<file path="src/ats_sel_pkg.sv">
package ats_sel_pkg;

	// Answer-to-select bytes
	localparam logic [7:0] RATS_START = 8'hE0;
	localparam logic [7:0] ATS_TL = 8'h05;
	localparam logic [7:0] ATS_T0 = 8'h78;
	localparam logic [7:0] ATS_TA = 8'h80;
	localparam logic [3:0] ATS_SFGI = 4'h0;
	localparam logic [7:0] ATS_TC = 8'h00;
	localparam logic [2:0] ATS_LAST = 3'h4;
	localparam logic [3:0] FWI_MIN = 4'h1;
	localparam logic [3:0] FWI_MAX = 4'hE;
	localparam logic [3:0] FWI_RST = 4'h4;

	// File-selection command fields
	localparam logic [7:0] CLA_ISO = 8'h00;
	localparam logic [7:0] INS_SELECT = 8'hA4;
	localparam logic [15:0] PAIR_EF = 16'h020C;
	localparam logic [15:0] PAIR_AID = 16'h0400;
	localparam logic [15:0] PAIR_FID = 16'h000C;
	localparam logic [7:0] LC_AID = 8'h07;
	localparam logic [7:0] LC_OTHER = 8'h02;
	localparam logic [55:0] AID_VALUE = 56'hD2760000850101;
	localparam logic [15:0] FID_CC = 16'hE103;
	localparam logic [15:0] FID_NDEF = 16'h0103;
	localparam logic [7:0] LE_AID = 8'h00;
	localparam logic [7:0] HDR_LEN = 8'h05;

	// Status words per outcome
	localparam logic [15:0] SW_OK = 16'h9000;
	localparam logic [15:0] SW_CLA = 16'h6E00;
	localparam logic [15:0] SW_P1P2 = 16'h6A86;
	localparam logic [15:0] SW_LC = 16'h6700;
	localparam logic [15:0] SW_DATA = 16'h6A82;
	localparam logic [15:0] SW_LE = 16'h6C00;

	// CRC_A, reflected form
	localparam logic [15:0] CRC_INIT = 16'h6363;
	localparam logic [15:0] CRC_POLY = 16'h8408;

	// Register offsets
	localparam logic [7:0] REG_CTRL = 8'h00;
	localparam logic [7:0] REG_STATUS = 8'h04;
	localparam logic [7:0] REG_FILE = 8'h08;
	localparam logic [7:0] REG_COUNT = 8'h0C;

	typedef enum logic [2:0] {
		ERR_NONE = 3'b000,
		ERR_CLA = 3'b001,
		ERR_P1P2 = 3'b010,
		ERR_LC = 3'b011,
		ERR_DATA = 3'b100,
		ERR_LE = 3'b101
	} err_t;

	typedef enum logic [2:0] {
		SEL_NONE = 3'b000,
		SEL_AID = 3'b001,
		SEL_CC = 3'b010,
		SEL_NDEF = 3'b011,
		SEL_EF = 3'b100
	} sel_t;

	typedef enum logic [2:0] {
		TX_IDLE = 3'b000,
		TX_ATS = 3'b001,
		TX_GAP = 3'b010,
		TX_CRC_LO = 3'b011,
		TX_CRC_HI = 3'b100,
		TX_SW_HI = 3'b101,
		TX_SW_LO = 3'b110
	} tx_state_t;

	// One byte on the frame link
	typedef struct packed {
		logic valid;
		logic last;
		logic [7:0] data;
	} link_byte_t;

endpackage

</file>
<file path="src/crc_a_calc.sv">
`timescale 1ns/100ps
module crc_a_calc
	import ats_sel_pkg::*;
(
	input wire logic clk,
	input wire logic arst_n,
	input wire logic ce,
	input wire logic clr,
	input wire logic upd,
	input wire logic [7:0] din,
	output logic [15:0] crc
);

	logic [15:0] crc_q;
	logic [15:0] crc_d;

	// One byte through the reflected polynomial, LSB first
	function automatic logic [15:0] crc_byte(input logic [15:0] c,
		input logic [7:0] b);
		logic [15:0] r;
		r = c ^ {8'h00, b};
		for (int i = 0; i < 8; i++)
		begin
			r = r[0] ? ((r >> 1) ^ CRC_POLY) : (r >> 1);
		end
		return r;
	endfunction

	assign crc_d = clr ? CRC_INIT : (upd ? crc_byte(crc_q, din) : crc_q);
	assign crc = crc_q;

	// Running remainder
	always_ff @(posedge clk or negedge arst_n)
	begin
		if (!arst_n)
			crc_q <= CRC_INIT;
		else if (ce)
			crc_q <= crc_d;
	end

endmodule

</file>
<file path="src/reply_tx.sv">
`timescale 1ns/100ps
module reply_tx
	import ats_sel_pkg::*;
(
	input wire logic clk,
	input wire logic arst_n,
	input wire logic ce,
	input wire logic start_ats,
	input wire logic start_sw,
	input wire logic [15:0] sw,
	input wire logic [3:0] fwi,
	input wire logic [15:0] crc,
	input wire logic tx_ready,
	output link_byte_t tx,
	output logic crc_clr,
	output logic crc_upd,
	output logic busy
);

	tx_state_t state_q, state_d;
	logic [2:0] idx_q; // Byte index inside the frame header
	logic [7:0] data_q; // Byte on the link
	logic [15:0] sw_q; // Held status word
	logic take; // Byte accepted by the link
	logic [7:0] ats_byte; // Next answer-to-select byte

	assign take = (state_q != TX_IDLE) && (state_q != TX_GAP) && tx_ready;
	assign busy = state_q != TX_IDLE;
	// Fixed answer apart from the wait index from fwi; no historical bytes follow TC
	assign ats_byte = (idx_q == 3'h1) ? ATS_TA :
		(idx_q == 3'h2) ? {fwi, ATS_SFGI} :
		(idx_q == 3'h3) ? ATS_TC : ATS_T0;
	assign tx.valid = (state_q != TX_IDLE) && (state_q != TX_GAP);
	assign tx.last = (state_q == TX_CRC_HI) || (state_q == TX_SW_LO);
	assign tx.data = data_q;
	assign crc_clr = start_ats && (state_q == TX_IDLE);
	assign crc_upd = take && (state_q == TX_ATS);

	// Next state
	always_comb
	begin
		state_d = state_q;
		case (state_q)
			TX_IDLE:
				if (start_ats)
					state_d = TX_ATS;
				else if (start_sw)
					state_d = TX_SW_HI;
			TX_ATS:
				if (take && idx_q == ATS_LAST)
					state_d = TX_GAP;
			TX_GAP:
				state_d = TX_CRC_LO; // Lets the remainder settle
			TX_CRC_LO:
				if (take)
					state_d = TX_CRC_HI;
			TX_CRC_HI:
				if (take)
					state_d = TX_IDLE;
			TX_SW_HI:
				if (take)
					state_d = TX_SW_LO;
			TX_SW_LO:
				if (take)
					state_d = TX_IDLE;
			default:
				state_d = TX_IDLE;
		endcase
	end

	// Sequencer and output byte
	always_ff @(posedge clk or negedge arst_n)
	begin
		if (!arst_n)
		begin
			state_q <= TX_IDLE;
			idx_q <= 3'h0;
			data_q <= 8'h00;
			sw_q <= 16'h0000;
		end
		else if (ce)
		begin
			state_q <= state_d;
			if (state_q == TX_IDLE && start_ats)
			begin
				idx_q <= 3'h0;
				data_q <= ATS_TL;
			end
			else if (state_q == TX_IDLE && start_sw)
			begin
				sw_q <= sw;
				data_q <= sw[15:8];
			end
			else if (state_q == TX_ATS && take)
			begin
				idx_q <= idx_q + 3'h1;
				data_q <= ats_byte;
			end
			else if (state_q == TX_GAP)
				data_q <= crc[7:0];
			else if (state_q == TX_CRC_LO && take)
				data_q <= crc[15:8];
			else if (state_q == TX_SW_HI && take)
				data_q <= sw_q[7:0];
		end
	end

endmodule

</file>
<file path="src/ats_sel.sv">
`timescale 1ns/100ps
// Operation
// - Answer starts with length byte 0x05
// - Format byte fixed at 0x78
// - First interface byte 0x80, 106 kbit/s
// - Second byte: wait index high, zero low
// - Third interface byte is 0x00
// - No historical bytes before the CRC
// - Select uses 0xA4; class other than 0x00 fails
// - P1 picks addressing: id, EF, application
// - P2 0x0C no control info, 0x00 file
// - Only pairs 020C, 0400, 000C accepted
// - Length 7 for application, else 2
// - Application data must match fixed name
// - Pair 000C selects CC or NDEF file
// - Pair 020C takes any identifier
// - Expected length only for application, 0x00
module ats_sel
	import ats_sel_pkg::*;
(
	input wire logic clk,
	input wire logic arst_n,
	input wire logic ce,
	// APB slave
	input wire logic psel,
	input wire logic penable,
	input wire logic pwrite,
	input wire logic [7:0] paddr,
	input wire logic [31:0] pwdata,
	output logic [31:0] prdata,
	output logic pready,
	output logic pslverr,
	// Frames from and to the RF front end
	input wire link_byte_t rx,
	input wire logic tx_ready,
	output link_byte_t tx,
	// Selection result for the file logic
	output logic sel_done,
	output sel_t sel_kind,
	output logic [15:0] file_id
);

	////////////////////////////////////////////////////////////////////
	// Registers and frame capture

	logic enable_q; // Block answers frames
	logic [3:0] fwi_q; // Frame waiting time index
	logic [7:0] cnt_q; // Bytes seen in this frame, saturating
	logic [7:0] cla_q;
	logic [7:0] ins_q;
	logic [7:0] p1_q;
	logic [7:0] p2_q;
	logic [7:0] lc_q;
	logic [7:0] le_q;
	logic [15:0] fid_q; // Two data bytes, first byte high
	logic data_bad_q; // Application name mismatch seen
	logic eval_q; // Frame ended last cycle
	err_t err_q; // Outcome of last select
	sel_t kind_q; // Last successful selection
	logic [15:0] file_q; // Identifier of last file selection
	logic [15:0] sel_cnt_q; // Select commands answered
	logic done_q;
	logic [31:0] rdata_q;
	logic busy; // Answer under way; read by decode and capture

	////////////////////////////////////////////////////////////////////
	// Register decode

	logic setup; // APB setup phase
	logic wr_ctrl;
	logic addr_ok;
	logic [3:0] fwi_wr;
	logic [31:0] rd_mux;

	assign setup = psel && !penable;
	assign addr_ok = (paddr == REG_CTRL) || (paddr == REG_STATUS) ||
		(paddr == REG_FILE) || (paddr == REG_COUNT);
	// Zero wait states: data is staged during setup
	assign pready = 1'b1;
	assign pslverr = psel && penable && !addr_ok;
	assign prdata = rdata_q;
	assign wr_ctrl = psel && penable && pwrite && (paddr == REG_CTRL);
	// Out-of-range index is clamped so the answer stays legal
	assign fwi_wr = (pwdata[7:4] < FWI_MIN) ? FWI_MIN :
		(pwdata[7:4] > FWI_MAX) ? FWI_MAX : pwdata[7:4];

	assign rd_mux = (paddr == REG_CTRL) ?
			{24'h000000, fwi_q, 3'h0, enable_q} :
		(paddr == REG_STATUS) ?
			{23'h000000, busy, 1'h0, kind_q, 1'h0, err_q} :
		(paddr == REG_FILE) ? {16'h0000, file_q} :
		(paddr == REG_COUNT) ? {16'h0000, sel_cnt_q} : 32'h00000000;

	// Control register and read staging
	always_ff @(posedge clk or negedge arst_n)
	begin
		if (!arst_n)
		begin
			enable_q <= 1'b1;
			fwi_q <= FWI_RST;
			rdata_q <= 32'h00000000;
		end
		else if (ce)
		begin
			if (wr_ctrl)
			begin
				enable_q <= pwdata[0];
				fwi_q <= fwi_wr;
			end
			if (setup && !pwrite)
				rdata_q <= rd_mux;
		end
	end

	////////////////////////////////////////////////////////////////////
	// Byte capture

	logic rx_take; // Byte accepted from the link
	logic [7:0] didx; // Data byte index
	logic in_data;
	logic [2:0] aid_pos;
	logic [7:0] aid_expect;
	logic pair_is_aid;

	// Frames are ignored while an answer is still going out
	assign rx_take = rx.valid && enable_q && !busy;
	assign didx = cnt_q - HDR_LEN;
	assign pair_is_aid = {p1_q, p2_q} == PAIR_AID;
	assign in_data = (cnt_q >= HDR_LEN) && (didx < lc_q);
	assign aid_pos = 3'h6 - didx[2:0];
	assign aid_expect = AID_VALUE[{aid_pos, 3'h0} +: 8];

	// Field capture by byte position
	always_ff @(posedge clk or negedge arst_n)
	begin
		if (!arst_n)
		begin
			cnt_q <= 8'h00;
			cla_q <= 8'h00;
			ins_q <= 8'h00;
			p1_q <= 8'h00;
			p2_q <= 8'h00;
			lc_q <= 8'h00;
			le_q <= 8'h00;
			fid_q <= 16'h0000;
			data_bad_q <= 1'b0;
			eval_q <= 1'b0;
		end
		else if (ce)
		begin
			eval_q <= rx_take && rx.last;
			if (rx_take)
			begin
				// Next frame starts at index zero
				cnt_q <= rx.last ? 8'h00 :
					(cnt_q == 8'hFF ? cnt_q : cnt_q + 8'h01);
				case (cnt_q)
					8'h00:
					begin
						cla_q <= rx.data;
						data_bad_q <= 1'b0;
					end
					8'h01:
						ins_q <= rx.data;
					8'h02:
						p1_q <= rx.data;
					8'h03:
						p2_q <= rx.data;
					8'h04:
						lc_q <= rx.data;
					default:
						if (in_data)
						begin
							fid_q <= {fid_q[7:0], rx.data};
							if (pair_is_aid && didx < LC_AID &&
								rx.data != aid_expect)
								data_bad_q <= 1'b1;
						end
						else
							le_q <= rx.data;
				endcase
			end
		end
	end

	////////////////////////////////////////////////////////////////////
	// Frame evaluation, one cycle after the last byte

	logic [7:0] len_q; // Length of the frame just ended
	logic [15:0] pair;
	logic pair_ok;
	logic [7:0] lc_exp;
	logic [7:0] base_len;
	logic lc_ok;
	logic le_seen;
	logic data_ok;
	logic le_ok;
	logic is_rats;
	logic is_select;
	err_t err;
	sel_t kind;
	logic [15:0] sw;

	// Length held past the counter reset
	always_ff @(posedge clk or negedge arst_n)
	begin
		if (!arst_n)
			len_q <= 8'h00;
		else if (ce && rx_take)
			len_q <= (cnt_q == 8'hFF) ? cnt_q : cnt_q + 8'h01;
	end

	// Sorts an identifier into a file kind
	function automatic sel_t fid_kind(input logic [15:0] id);
		if (id == FID_CC)
			return SEL_CC;
		else if (id == FID_NDEF)
			return SEL_NDEF;
		else
			return SEL_NONE;
	endfunction

	assign pair = {p1_q, p2_q};
	assign pair_ok = (pair == PAIR_EF) || (pair == PAIR_AID) ||
		(pair == PAIR_FID);
	assign lc_exp = pair_is_aid ? LC_AID : LC_OTHER;
	assign base_len = HDR_LEN + lc_exp;
	assign lc_ok = (len_q >= HDR_LEN) && (lc_q == lc_exp);
	assign le_seen = len_q == base_len + 8'h01;
	// Pair 020C takes any identifier; 000C only the two files
	assign data_ok = (len_q >= base_len) && !data_bad_q &&
		((pair == PAIR_EF) || pair_is_aid ||
		(fid_kind(fid_q) != SEL_NONE));
	assign le_ok = (len_q == base_len) ||
		(le_seen && pair_is_aid && le_q == LE_AID);
	assign is_rats = (len_q == 8'h02) && (cla_q == RATS_START);
	assign is_select = (len_q >= 8'h02) && (ins_q == INS_SELECT);

	// Error priority follows field order
	assign err = (cla_q != CLA_ISO) ? ERR_CLA :
		!pair_ok ? ERR_P1P2 :
		!lc_ok ? ERR_LC :
		!data_ok ? ERR_DATA :
		!le_ok ? ERR_LE : ERR_NONE;

	assign kind = (err != ERR_NONE) ? SEL_NONE :
		pair_is_aid ? SEL_AID :
		(pair == PAIR_EF) ? SEL_EF : fid_kind(fid_q);

	assign sw = (err == ERR_CLA) ? SW_CLA :
		(err == ERR_P1P2) ? SW_P1P2 :
		(err == ERR_LC) ? SW_LC :
		(err == ERR_DATA) ? SW_DATA :
		(err == ERR_LE) ? SW_LE : SW_OK;

	logic start_ats;
	logic start_sw;

	// Other instructions belong to other command logic
	assign start_ats = eval_q && is_rats;
	assign start_sw = eval_q && !is_rats && is_select;

	// Outcome and selection record
	always_ff @(posedge clk or negedge arst_n)
	begin
		if (!arst_n)
		begin
			err_q <= ERR_NONE;
			kind_q <= SEL_NONE;
			file_q <= 16'h0000;
			sel_cnt_q <= 16'h0000;
			done_q <= 1'b0;
		end
		else if (ce)
		begin
			done_q <= start_sw && (kind != SEL_NONE);
			if (start_sw)
			begin
				err_q <= err;
				sel_cnt_q <= sel_cnt_q + 16'h0001;
				if (kind != SEL_NONE)
				begin
					// Failed selects leave the old file in place
					kind_q <= kind;
					if (!pair_is_aid)
						file_q <= fid_q;
				end
			end
		end
	end

	assign sel_done = done_q;
	assign sel_kind = kind_q;
	assign file_id = file_q;

	////////////////////////////////////////////////////////////////////
	// Answer path

	logic crc_clr;
	logic crc_upd;
	logic [15:0] crc;

	reply_tx u_reply
	(
		.clk(clk),
		.arst_n(arst_n),
		.ce(ce),
		.start_ats(start_ats),
		.start_sw(start_sw),
		.sw(sw),
		.fwi(fwi_q),
		.crc(crc),
		.tx_ready(tx_ready),
		.tx(tx),
		.crc_clr(crc_clr),
		.crc_upd(crc_upd),
		.busy(busy)
	);

	// Remainder runs over the answer bytes only
	crc_a_calc u_crc
	(
		.clk(clk),
		.arst_n(arst_n),
		.ce(ce),
		.clr(crc_clr),
		.upd(crc_upd),
		.din(tx.data),
		.crc(crc)
	);

endmodule

</file>
<file path="config.mk">
export PLATFORM = sky130hd
export DESIGN_NAME = ats_sel
export DESIGN_NICKNAME = d
export VERILOG_FILES = /design/src/ats_sel_pkg.sv /design/src/crc_a_calc.sv /design/src/reply_tx.sv /design/src/ats_sel.sv
export SDC_FILE = /design/constraint.sdc
export NUM_CORES = 1
export LEC_CHECK = 0
export ABC_AREA = 1
export BUFFER_PORTS_ARGS = -buffer_cell sky130_fd_sc_hd__buf_2
export CORE_MARGIN = 1
export CORE_UTILIZATION = 42
export DETAILED_ROUTE_END_ITERATION = 16
export GPL_TIMING_DRIVEN = 0
export PLACE_DENSITY_LB_ADDON = 0.12
export SYNTH_ARGS = -nofsm -noshare
export SYNTH_HDL_FRONTEND = slang
export SYNTH_HIERARCHICAL = 1
export SYNTH_SLANG_ARGS = --single-unit
</file>
<file path="constraint.sdc">
create_clock -name clk -period 3 [get_ports clk]
set_clock_uncertainty 0.15 [all_clocks]
set_input_delay 0.45 -clock clk [delete_from_list [all_inputs] [get_ports clk]]
set_output_delay 0.45 -clock clk [all_outputs]
set_load 0.005 [all_outputs]
</file>
; After elaboration in Yosys (flattened, before gate mapping)
; Cells that the tools add are included.
; W data, S select, Z words.
[totals]
reg_bits = 196
latchBits = 0
ramBits = 0
romBits = 0
output_inout_bits = 64
word_cells = 233
mem_count = 0
[op_classes]
n_addsub = 7
mul = 0
div = 0
magnitude_cmp = 8
n_eq_ne = 42
shifts = 1
n_mux = 56
n_bitwise = 14
reduce_logical = 81
[op_table]
columns = cell, count
row1 = $mux W16, 19
row2 = $mux W8, 10
row3 = $shiftx A56 B7 Y8 const A, 1
row4 = $mux W3, 18
row5 = $logic_and A1 B1 Y1, 32
row6 = $eq A8 B2 Y1 const B, 3
row7 = $eq A8 B8 Y1 const B, 3
row8 = $logic_not A8 Y1, 3
row9 = $not A2 Y3, 8
row10 = $reduce_and A3 Y1, 8
row11 = $eq A3 B2 Y1 const B, 6
row12 = $eq A3 B3 Y1 const B, 6
row13 = $pmux W3 S6, 1
row14 = $add A16 B1 Y16 const B, 1
row15 = $eq A16 B10 Y1 const B, 1
row16 = $eq A16 B11 Y1 const B, 1
row17 = $eq A16 B16 Y1 const B, 1
row18 = $eq A16 B4 Y1 const B, 1
row19 = $eq A16 B9 Y1 const B, 1
row20 = $eq A8 B3 Y1 const B, 2
row21 = $eq A8 B4 Y1 const B, 2
row22 = $ge A8 B3 Y1 const B, 2
row23 = $xor A16 B8 Y16, 1
row24 = $reduce_and A2 Y1, 6
row25 = other kinds (40), 72

; Depth between registers and ports, before layout
[depth]
depth_word = 21
mapped_depth = 22
mapped_depth_nobuf = 22

; Modules after synthesis
; Netlist, hierarchy kept.
[by_module_without_submodules]
columns = module, n_inst, cells_each, area_per_inst_um2, seq_area_each_um2
row1 = ats_sel, 1, 955, 7482.2, 3555.9
row2 = reply_tx, 1, 218, 1562.7, 550.5
row3 = crc_a_calc, 1, 160, 1083.5, 410.4

; Least setup slack after synthesis
; No wires, ideal clock.
[synth_path]
path_kind = reg2reg
from = reg p2_q[1]
to = reg u_reply.data_q[1]
arrival_ns = 2.392
t_required_ns = 2.727
slack_ns = 0.335
stages_incl_launch_ff = 21
period_less_slack_ns = 2.665
cell_sequence = dfrtp_1 > nor2_2 > nand2_1 > nor2_1 > nand2_2 > ha_1 > inv_1 > nand2_1 > nor2_1 > nand2_1 > nor2_1 > nand2_1 > nand2_1 > nand3_2 > o21ai_0 > nand3_1 > nand2_1 > inv_1 > nand2_1 > a21boi_0 > o21ai_1
[synth_via]
elab_chain_cells = 20
elab_cells_between_ends = 34
cone_classes = 2 x add/sub / 1 x order compare / 10 x eq/ne / 12 x mux / 9 x reduce/logical
[synth_lines]
columns = item, line_no
row1 = "start, declared", ats_sel.sv:52  ; logic [7:0] p2_q;
row2 = "start signal, assigned", ats_sel.sv:168  ; p2_q <= rx.data;
row3 = $eq A16 B11 Y1, "ats_sel.sv:128, ats_sel.sv:224"
row4 = $mux W3, ats_sel.sv:226  ; assign lc_exp = pair_is_aid ? LC_AID : LC_OTHER;
row5 = $add A3 B3 Y4, ats_sel.sv:227  ; assign base_len = HDR_LEN + lc_exp;
row6 = $add A4 B1 Y5, ats_sel.sv:229  ; assign le_seen = len_q == base_len + 8'h01;
row7 = $eq A8 B5 Y1, ats_sel.sv:229
row8 = $logic_and A1 B1 Y1 (2 in series), ats_sel.sv:235  ; (le_seen && pair_is_aid && le_q == LE_AID);
row9 = $logic_or A1 B1 Y1, ats_sel.sv:234  ; assign le_ok = (len_q == base_len) ||
row10 = $mux W3, ats_sel.sv:244  ; !le_ok ? ERR_LE : ERR_NONE;
row11 = (+4 left out), n/a
row12 = $eq A3 B3 Y1, ats_sel.sv:253  ; (err == ERR_DATA) ? SW_DATA :
row13 = $mux W16, ats_sel.sv:253
row14 = $mux W16, ats_sel.sv:252  ; (err == ERR_LC) ? SW_LC :
row15 = $mux W16, ats_sel.sv:251  ; (err == ERR_P1P2) ? SW_P1P2 :
row16 = $mux W16 *, ats_sel.sv:250  ; assign sw = (err == ERR_CLA) ? SW_CLA :
row17 = net sw[9], ats_sel.sv:202  ; logic [15:0] sw;
row18 = $mux W8 *, reply_tx.sv:89  ; else if (state_q == TX_IDLE && start_sw)
row19 = $mux W8 *, reply_tx.sv:84  ; if (state_q == TX_IDLE && start_ats)
row20 = "end signal, assigned", reply_tx.sv:92  ; data_q <= sw[15:8];
row21 = "end signal, assigned", reply_tx.sv:97  ; data_q <= ats_byte;
row22 = "end signal, assigned", reply_tx.sv:100  ; data_q <= crc[7:0];
row23 = "end, declared", reply_tx.sv:22  ; logic [7:0] data_q;
; The timed path passes the listed nets; every way through them passes the cells marked *.
; A chain may end at the register's enable or synchronous reset.

; Final worst setup path
[layout_path]
from = reg p1_q[6]
to = reg u_reply.data_q[3]
[layout_via]
elab_chain_cells = 21
elab_cells_between_ends = 36
cone_classes = 2 x add/sub / 1 x order compare / 11 x eq/ne / 13 x mux / 9 x reduce/logical
[layout_lines]
columns = item, line_no
row1 = "start, declared", ats_sel.sv:51  ; logic [7:0] p1_q;
row2 = "start signal, assigned", ats_sel.sv:166  ; p1_q <= rx.data;
row3 = $eq A16 B11 Y1, "ats_sel.sv:128, ats_sel.sv:224"
row4 = $mux W3, ats_sel.sv:226
row5 = $add A3 B3 Y4, ats_sel.sv:227
row6 = $add A4 B1 Y5, ats_sel.sv:229
row7 = $eq A8 B5 Y1, ats_sel.sv:229
row8 = $logic_and A1 B1 Y1 (2 in series), ats_sel.sv:235
row9 = $logic_or A1 B1 Y1, ats_sel.sv:234
row10 = $mux W3, ats_sel.sv:244
row11 = (+5 left out), n/a
row12 = $mux W16, ats_sel.sv:254  ; (err == ERR_LE) ? SW_LE : SW_OK;
row13 = $mux W16, ats_sel.sv:253
row14 = $mux W16, ats_sel.sv:252
row15 = $mux W16, ats_sel.sv:251
row16 = $mux W16 *, ats_sel.sv:250
row17 = net sw[11], ats_sel.sv:202
row18 = $mux W8 *, reply_tx.sv:89
row19 = $mux W8 *, reply_tx.sv:84
; Marks and branches as above.

==> out/qor.csv <==
stage;metric;value;unit
routing;DRT met1 WL;12.9;mm
floorplan;Die Height;157;microns
routing;met3 WL;1.01;mm
worst_setup_path;Crit-path slowest cell;dfrtp_1;
floorplan;die area;0.0247;sq mm
worst_setup_path;crit path max fanout;4;
clocking;clk sink count;180;
worst_setup_path;worst path bufs/invs;3;
timing;slew margin rel.;0.518;
timing;RSZ-0062 raised after global routing;yes;
power;worst vdd ir;431;uV
logic_synthesis;top post-synthesis cells by area;dfrtp_1, nand2_1, inv_1;
routing;first-iteration detailed-routing DRC count;599;
global_routing;vias in the first global route;8503;
logic_synthesis;Adder-Cell Fraction of Synth Area;0.0259;
routing;top layer in use;met4;
clocking;TritonCTS clock tree;yes;
placement;HPWL Detailed;19.5;mm
routing;DRT antenna net count;0;
timing;final hold viol count;0;
logic_synthesis;post-synthesis xor/xnor area fraction;0.0241;
timing;Slew Limit Fails;0;
floorplan;IO Count;121;
routing;routed wl met2;12.2;mm
global_routing;first-pass GRT wire length;43.3;mm
placement;number of port buffers;75;
final_layout;Post-Layout Cell Count;1799;
clocking;root buffer cell;clkbuf_16;
routing;DRC;0;
floorplan;Core ar.;0.0235;sq mm
logic_synthesis;Synthesis Warnings;6;
routing;DR pass1 iterations;7;
timing;final setup margin;114;ps
worst_setup_path;worst path cell trace;nor2_2 > nand2_2 > buf_4 > inv_2 > nand2_2 > nor2_4 > ha_4 > nand2_1 > nor2_2 > nor2_1 > nand3_1 > nand2_1 > inv_1 > nand3_1 > nand2_2 > nand2_4 > nand2_2 > nand2_1 > nand2_1 > or2_2 > nand2_1 > o21ai_1;
timing;min Tclk post-route;2890;ps
outcome;status;complete, no violations;
logic_synthesis;Cell variety after synth;54;
timing;Final setup viols;0;
floorplan;Rows;56;
power;Pwr per Cell Area;798;mW/mm^2
clocking;Skew-Pair Late Insertion Delay;440;ps
logic_synthesis;Synth Area in Compound Gates;0.107;
logic_synthesis;area leader, netlist;dfrtp_1;
worst_setup_path;Worst Setup Start Kind;register;
hold_path;Worst Hold Class;in2reg;
final_layout;Fillers;2327;
logic_synthesis;Yosys reg bits;180;
logic_synthesis;largest family of logic cells by synthesized area;simple AND/OR/NAND/NOR gates;
clocking;Num CTS Buffers;17;
flow_run;max-cap viol count;0;
logic_synthesis;Post-Syn Area;0.0101;sq mm
logic_synthesis;Post-Synthesis Cells;1333;
global_routing;initial antenna violation count;0;
final_layout;Seq. cell area;0.00452;sq mm
worst_setup_path;worst path required time;3170;ps
logic_synthesis;Synth Flop Type;dfrtp_1;
final_layout;area of the multi-input gates;0.00480;sq mm
logic_synthesis;Seq/Total Area, Yosys;0.446;
logic_synthesis;synthesized area per cell;7.60;sq um
final_layout;nets@finish;1545;
timing;WHS;86.7;ps
floorplan;die width;157;microns
global_routing;total track usage;0.225;
logic_synthesis;Post-synth EDFFs;0;
worst_setup_path;nature of the critical path endpoint;register;
timing;Worst-Margin Slew;722;ps
floorplan;Initial Util;0.430;
routing;WL/cell;14.6;microns
routing;Via density;4.96;
routing;WL final;26.3;mm
routing;routed via count;8926;
power;Leak Pwr;6.21;nW
logic_synthesis;Synth top area share;0.420;
placement;pre-CTS setup slack;-264;ps
clocking;CTS Buffer Depth;2;
final_layout;Antenna Cells;0;
worst_setup_path;slowest cell delay on critical path;390;ps
final_layout;share of layout cells above drive strength 1;0.168;
logic_synthesis;ys async rst share;1.00;
placement;cell total after placement;1748;
worst_setup_path;WS Path Type;reg2reg;
worst_setup_path;CP Data Arrival Time;3060;ps
global_routing;largest net degree at the start of global routing;92;
clocking;clk slew on worst S/H paths;80;ps
timing;final setup TNS;0;ps
timing;period utilisation layout;0.962;
timing;Fmax achieved;346;MHz
worst_setup_path;most used cell, CP;nand2_1;
logic_synthesis;fraction of synthesized area in multiplexers;0.00704;
global_routing;global route overflow;0;
placement;Routability Congestion;0.863;
worst_setup_path;family with the most delay on the worst path;simple AND/OR/NAND/NOR gates;
clocking;htree depth;4;
final_layout;P&R area growth vs syn;17.2;%
logic_synthesis;Post-Synth Simple-Gate Area;0.292;
-- state kept, by name, summed over array words and instances, names as in the netlist, 3 cells and up --
name	count
sel_kind	3
u_reply/idx_q	3
u_reply/sw_q	8
u_crc/crc	16
file_id	16
cla_q	8
err_q	3
cnt_q	8
len_q	8
le_q	8
p1_q	8
u_reply/state_q	3
fwi_q	4
p2_q	8
u_reply/data_q	8
prdata	16
ins_q	8
sel_cnt_q	16
lc_q	8
fid_q	16
-- layout by cell type (no fill, tap or decap), types with 22 or more instances in the layout --
cell       n
inv_1    169
dfrtp_1  169
buf_4     38
xor2_1    23
nor2_1   117
conb_1    22
nand3_1   64
nand2_1  376
buf_2     83
o21ai_0  115
nand4_1   43
a21oi_1   34
-- per-layer routing --
metal  GRT usage  vias up
li1            -     4529
met1       0.320     4200
met2       0.361      175
met3      0.0336       22
met4      0.0527        0
met5           0        -
-- logic make-up (layout without fill, tap and decap cells) --
family | after synthesis | count (layout)
xor+xnor | 27 | 27
compound gates | 198 | 198
buf+inv | 229 | 356
simple gates | 671 | 671
flops | 180 | 180
other cells | 2 | 22
fa+ha+maj | 21 | 21
mux | 5 | 5
-- worst register-to-register path, stage by stage, from the launching register on --
cell     delay [ps]
dfrtp_1         390
nor2_2          140
nand2_2         100
buf_4           160
inv_2            60
nand2_2          60
nor2_4          130
ha_4            210
nand2_1          70
nor2_2           40
nor2_1           90
nand3_1          90
nand2_1          80
inv_1            60
nand3_1          90
nand2_2          80
nand2_4         100
nand2_2          70
nand2_1          60
nand2_1          70
or2_2           300
nand2_1         100
o21ai_1          60
-- through the flow --
| step | utilization | power [mW] | cell area [sq um] |
|---|---|---|---|
| 3_5_place_dp | 0.468 | 6.98 | 11000 |
| 2_1_floorplan | - | 6.04 | 10200 |
| 4_1_cts | 0.496 | 9.36 | 11700 |
| 3_3_place_gp | 0.466 | 6.90 | 11000 |
| 6_report | 0.504 | 9.47 | 11900 |
| 5_1_grt | 0.504 | 10.3 | 11900 |
-- timing repair --
| action | 4_1_cts | 5_1_grt |
|---|---|---|
| hold buffers | 1 | 0 |
| pin swaps | 2 | 10 |
| endpoints found under the setup margin | 37 | 56 |
| gates resized for setup | 12 | 22 |
| setup buffers | 3 | 15 |
| endpoints found under the hold margin | 81 | 0 |
-- report_power, final --
group	switching, mW	leakage, nW	internal (mW)	total [mW]
clock network	1.09	0.295	1.21	2.30
logic	2.17	3.63	1.30	3.47
registers	0.600	2.29	3.10	3.70
-- final timing paths --
kind,from,end,slack (ps),cells after the start
max,p1_q[6],u_reply/data_q[3],110,22
max reg2reg,p1_q[6],u_reply/data_q[3],110,22
min in group asynchronous,arst_n,p1_q[6],460,2
min,rx[7],fid_q[7],90,3
min reg2reg,prdata[0],prdata[0],330,2
max in group asynchronous,arst_n,fwi_q[2],1330,3
-- Yosys cell counts (3+ instances only) --
cell / count
a21oi_1: 34
a221oi_1: 4
a31oi_1: 3
buf_2: 10
buf_4: 20
buf_6: 3
clkbuf_1: 13
dfrtp_1: 170
dfstp_2: 10
ha_1: 21
inv_1: 170
inv_2: 7
mux2_4: 4
nand2_1: 384
nand2_2: 13
nand3_1: 65
nand3_4: 4
nand3b_1: 4
nand4_1: 43
nor2_1: 125
nor2_4: 4
nor3_1: 10
nor4_1: 4
o211ai_1: 6
o21ai_0: 118
o21ai_1: 6
o22ai_1: 16
or2_2: 3
xnor2_1: 3
xor2_1: 23
-- layout make-up --
cell class	count	area share
Buffer	48	0.0248
Clock buffer	18	0.0370
Clock inverter	14	0.0139
Inverter	181	0.0583
Multi-Input combinational cell	944	0.405
Sequential cell	180	0.381
Tap cell	319	0.0336
Timing Repair Buffer	95	0.0470
Note: power is estimated with default switching activity, not from simulation.
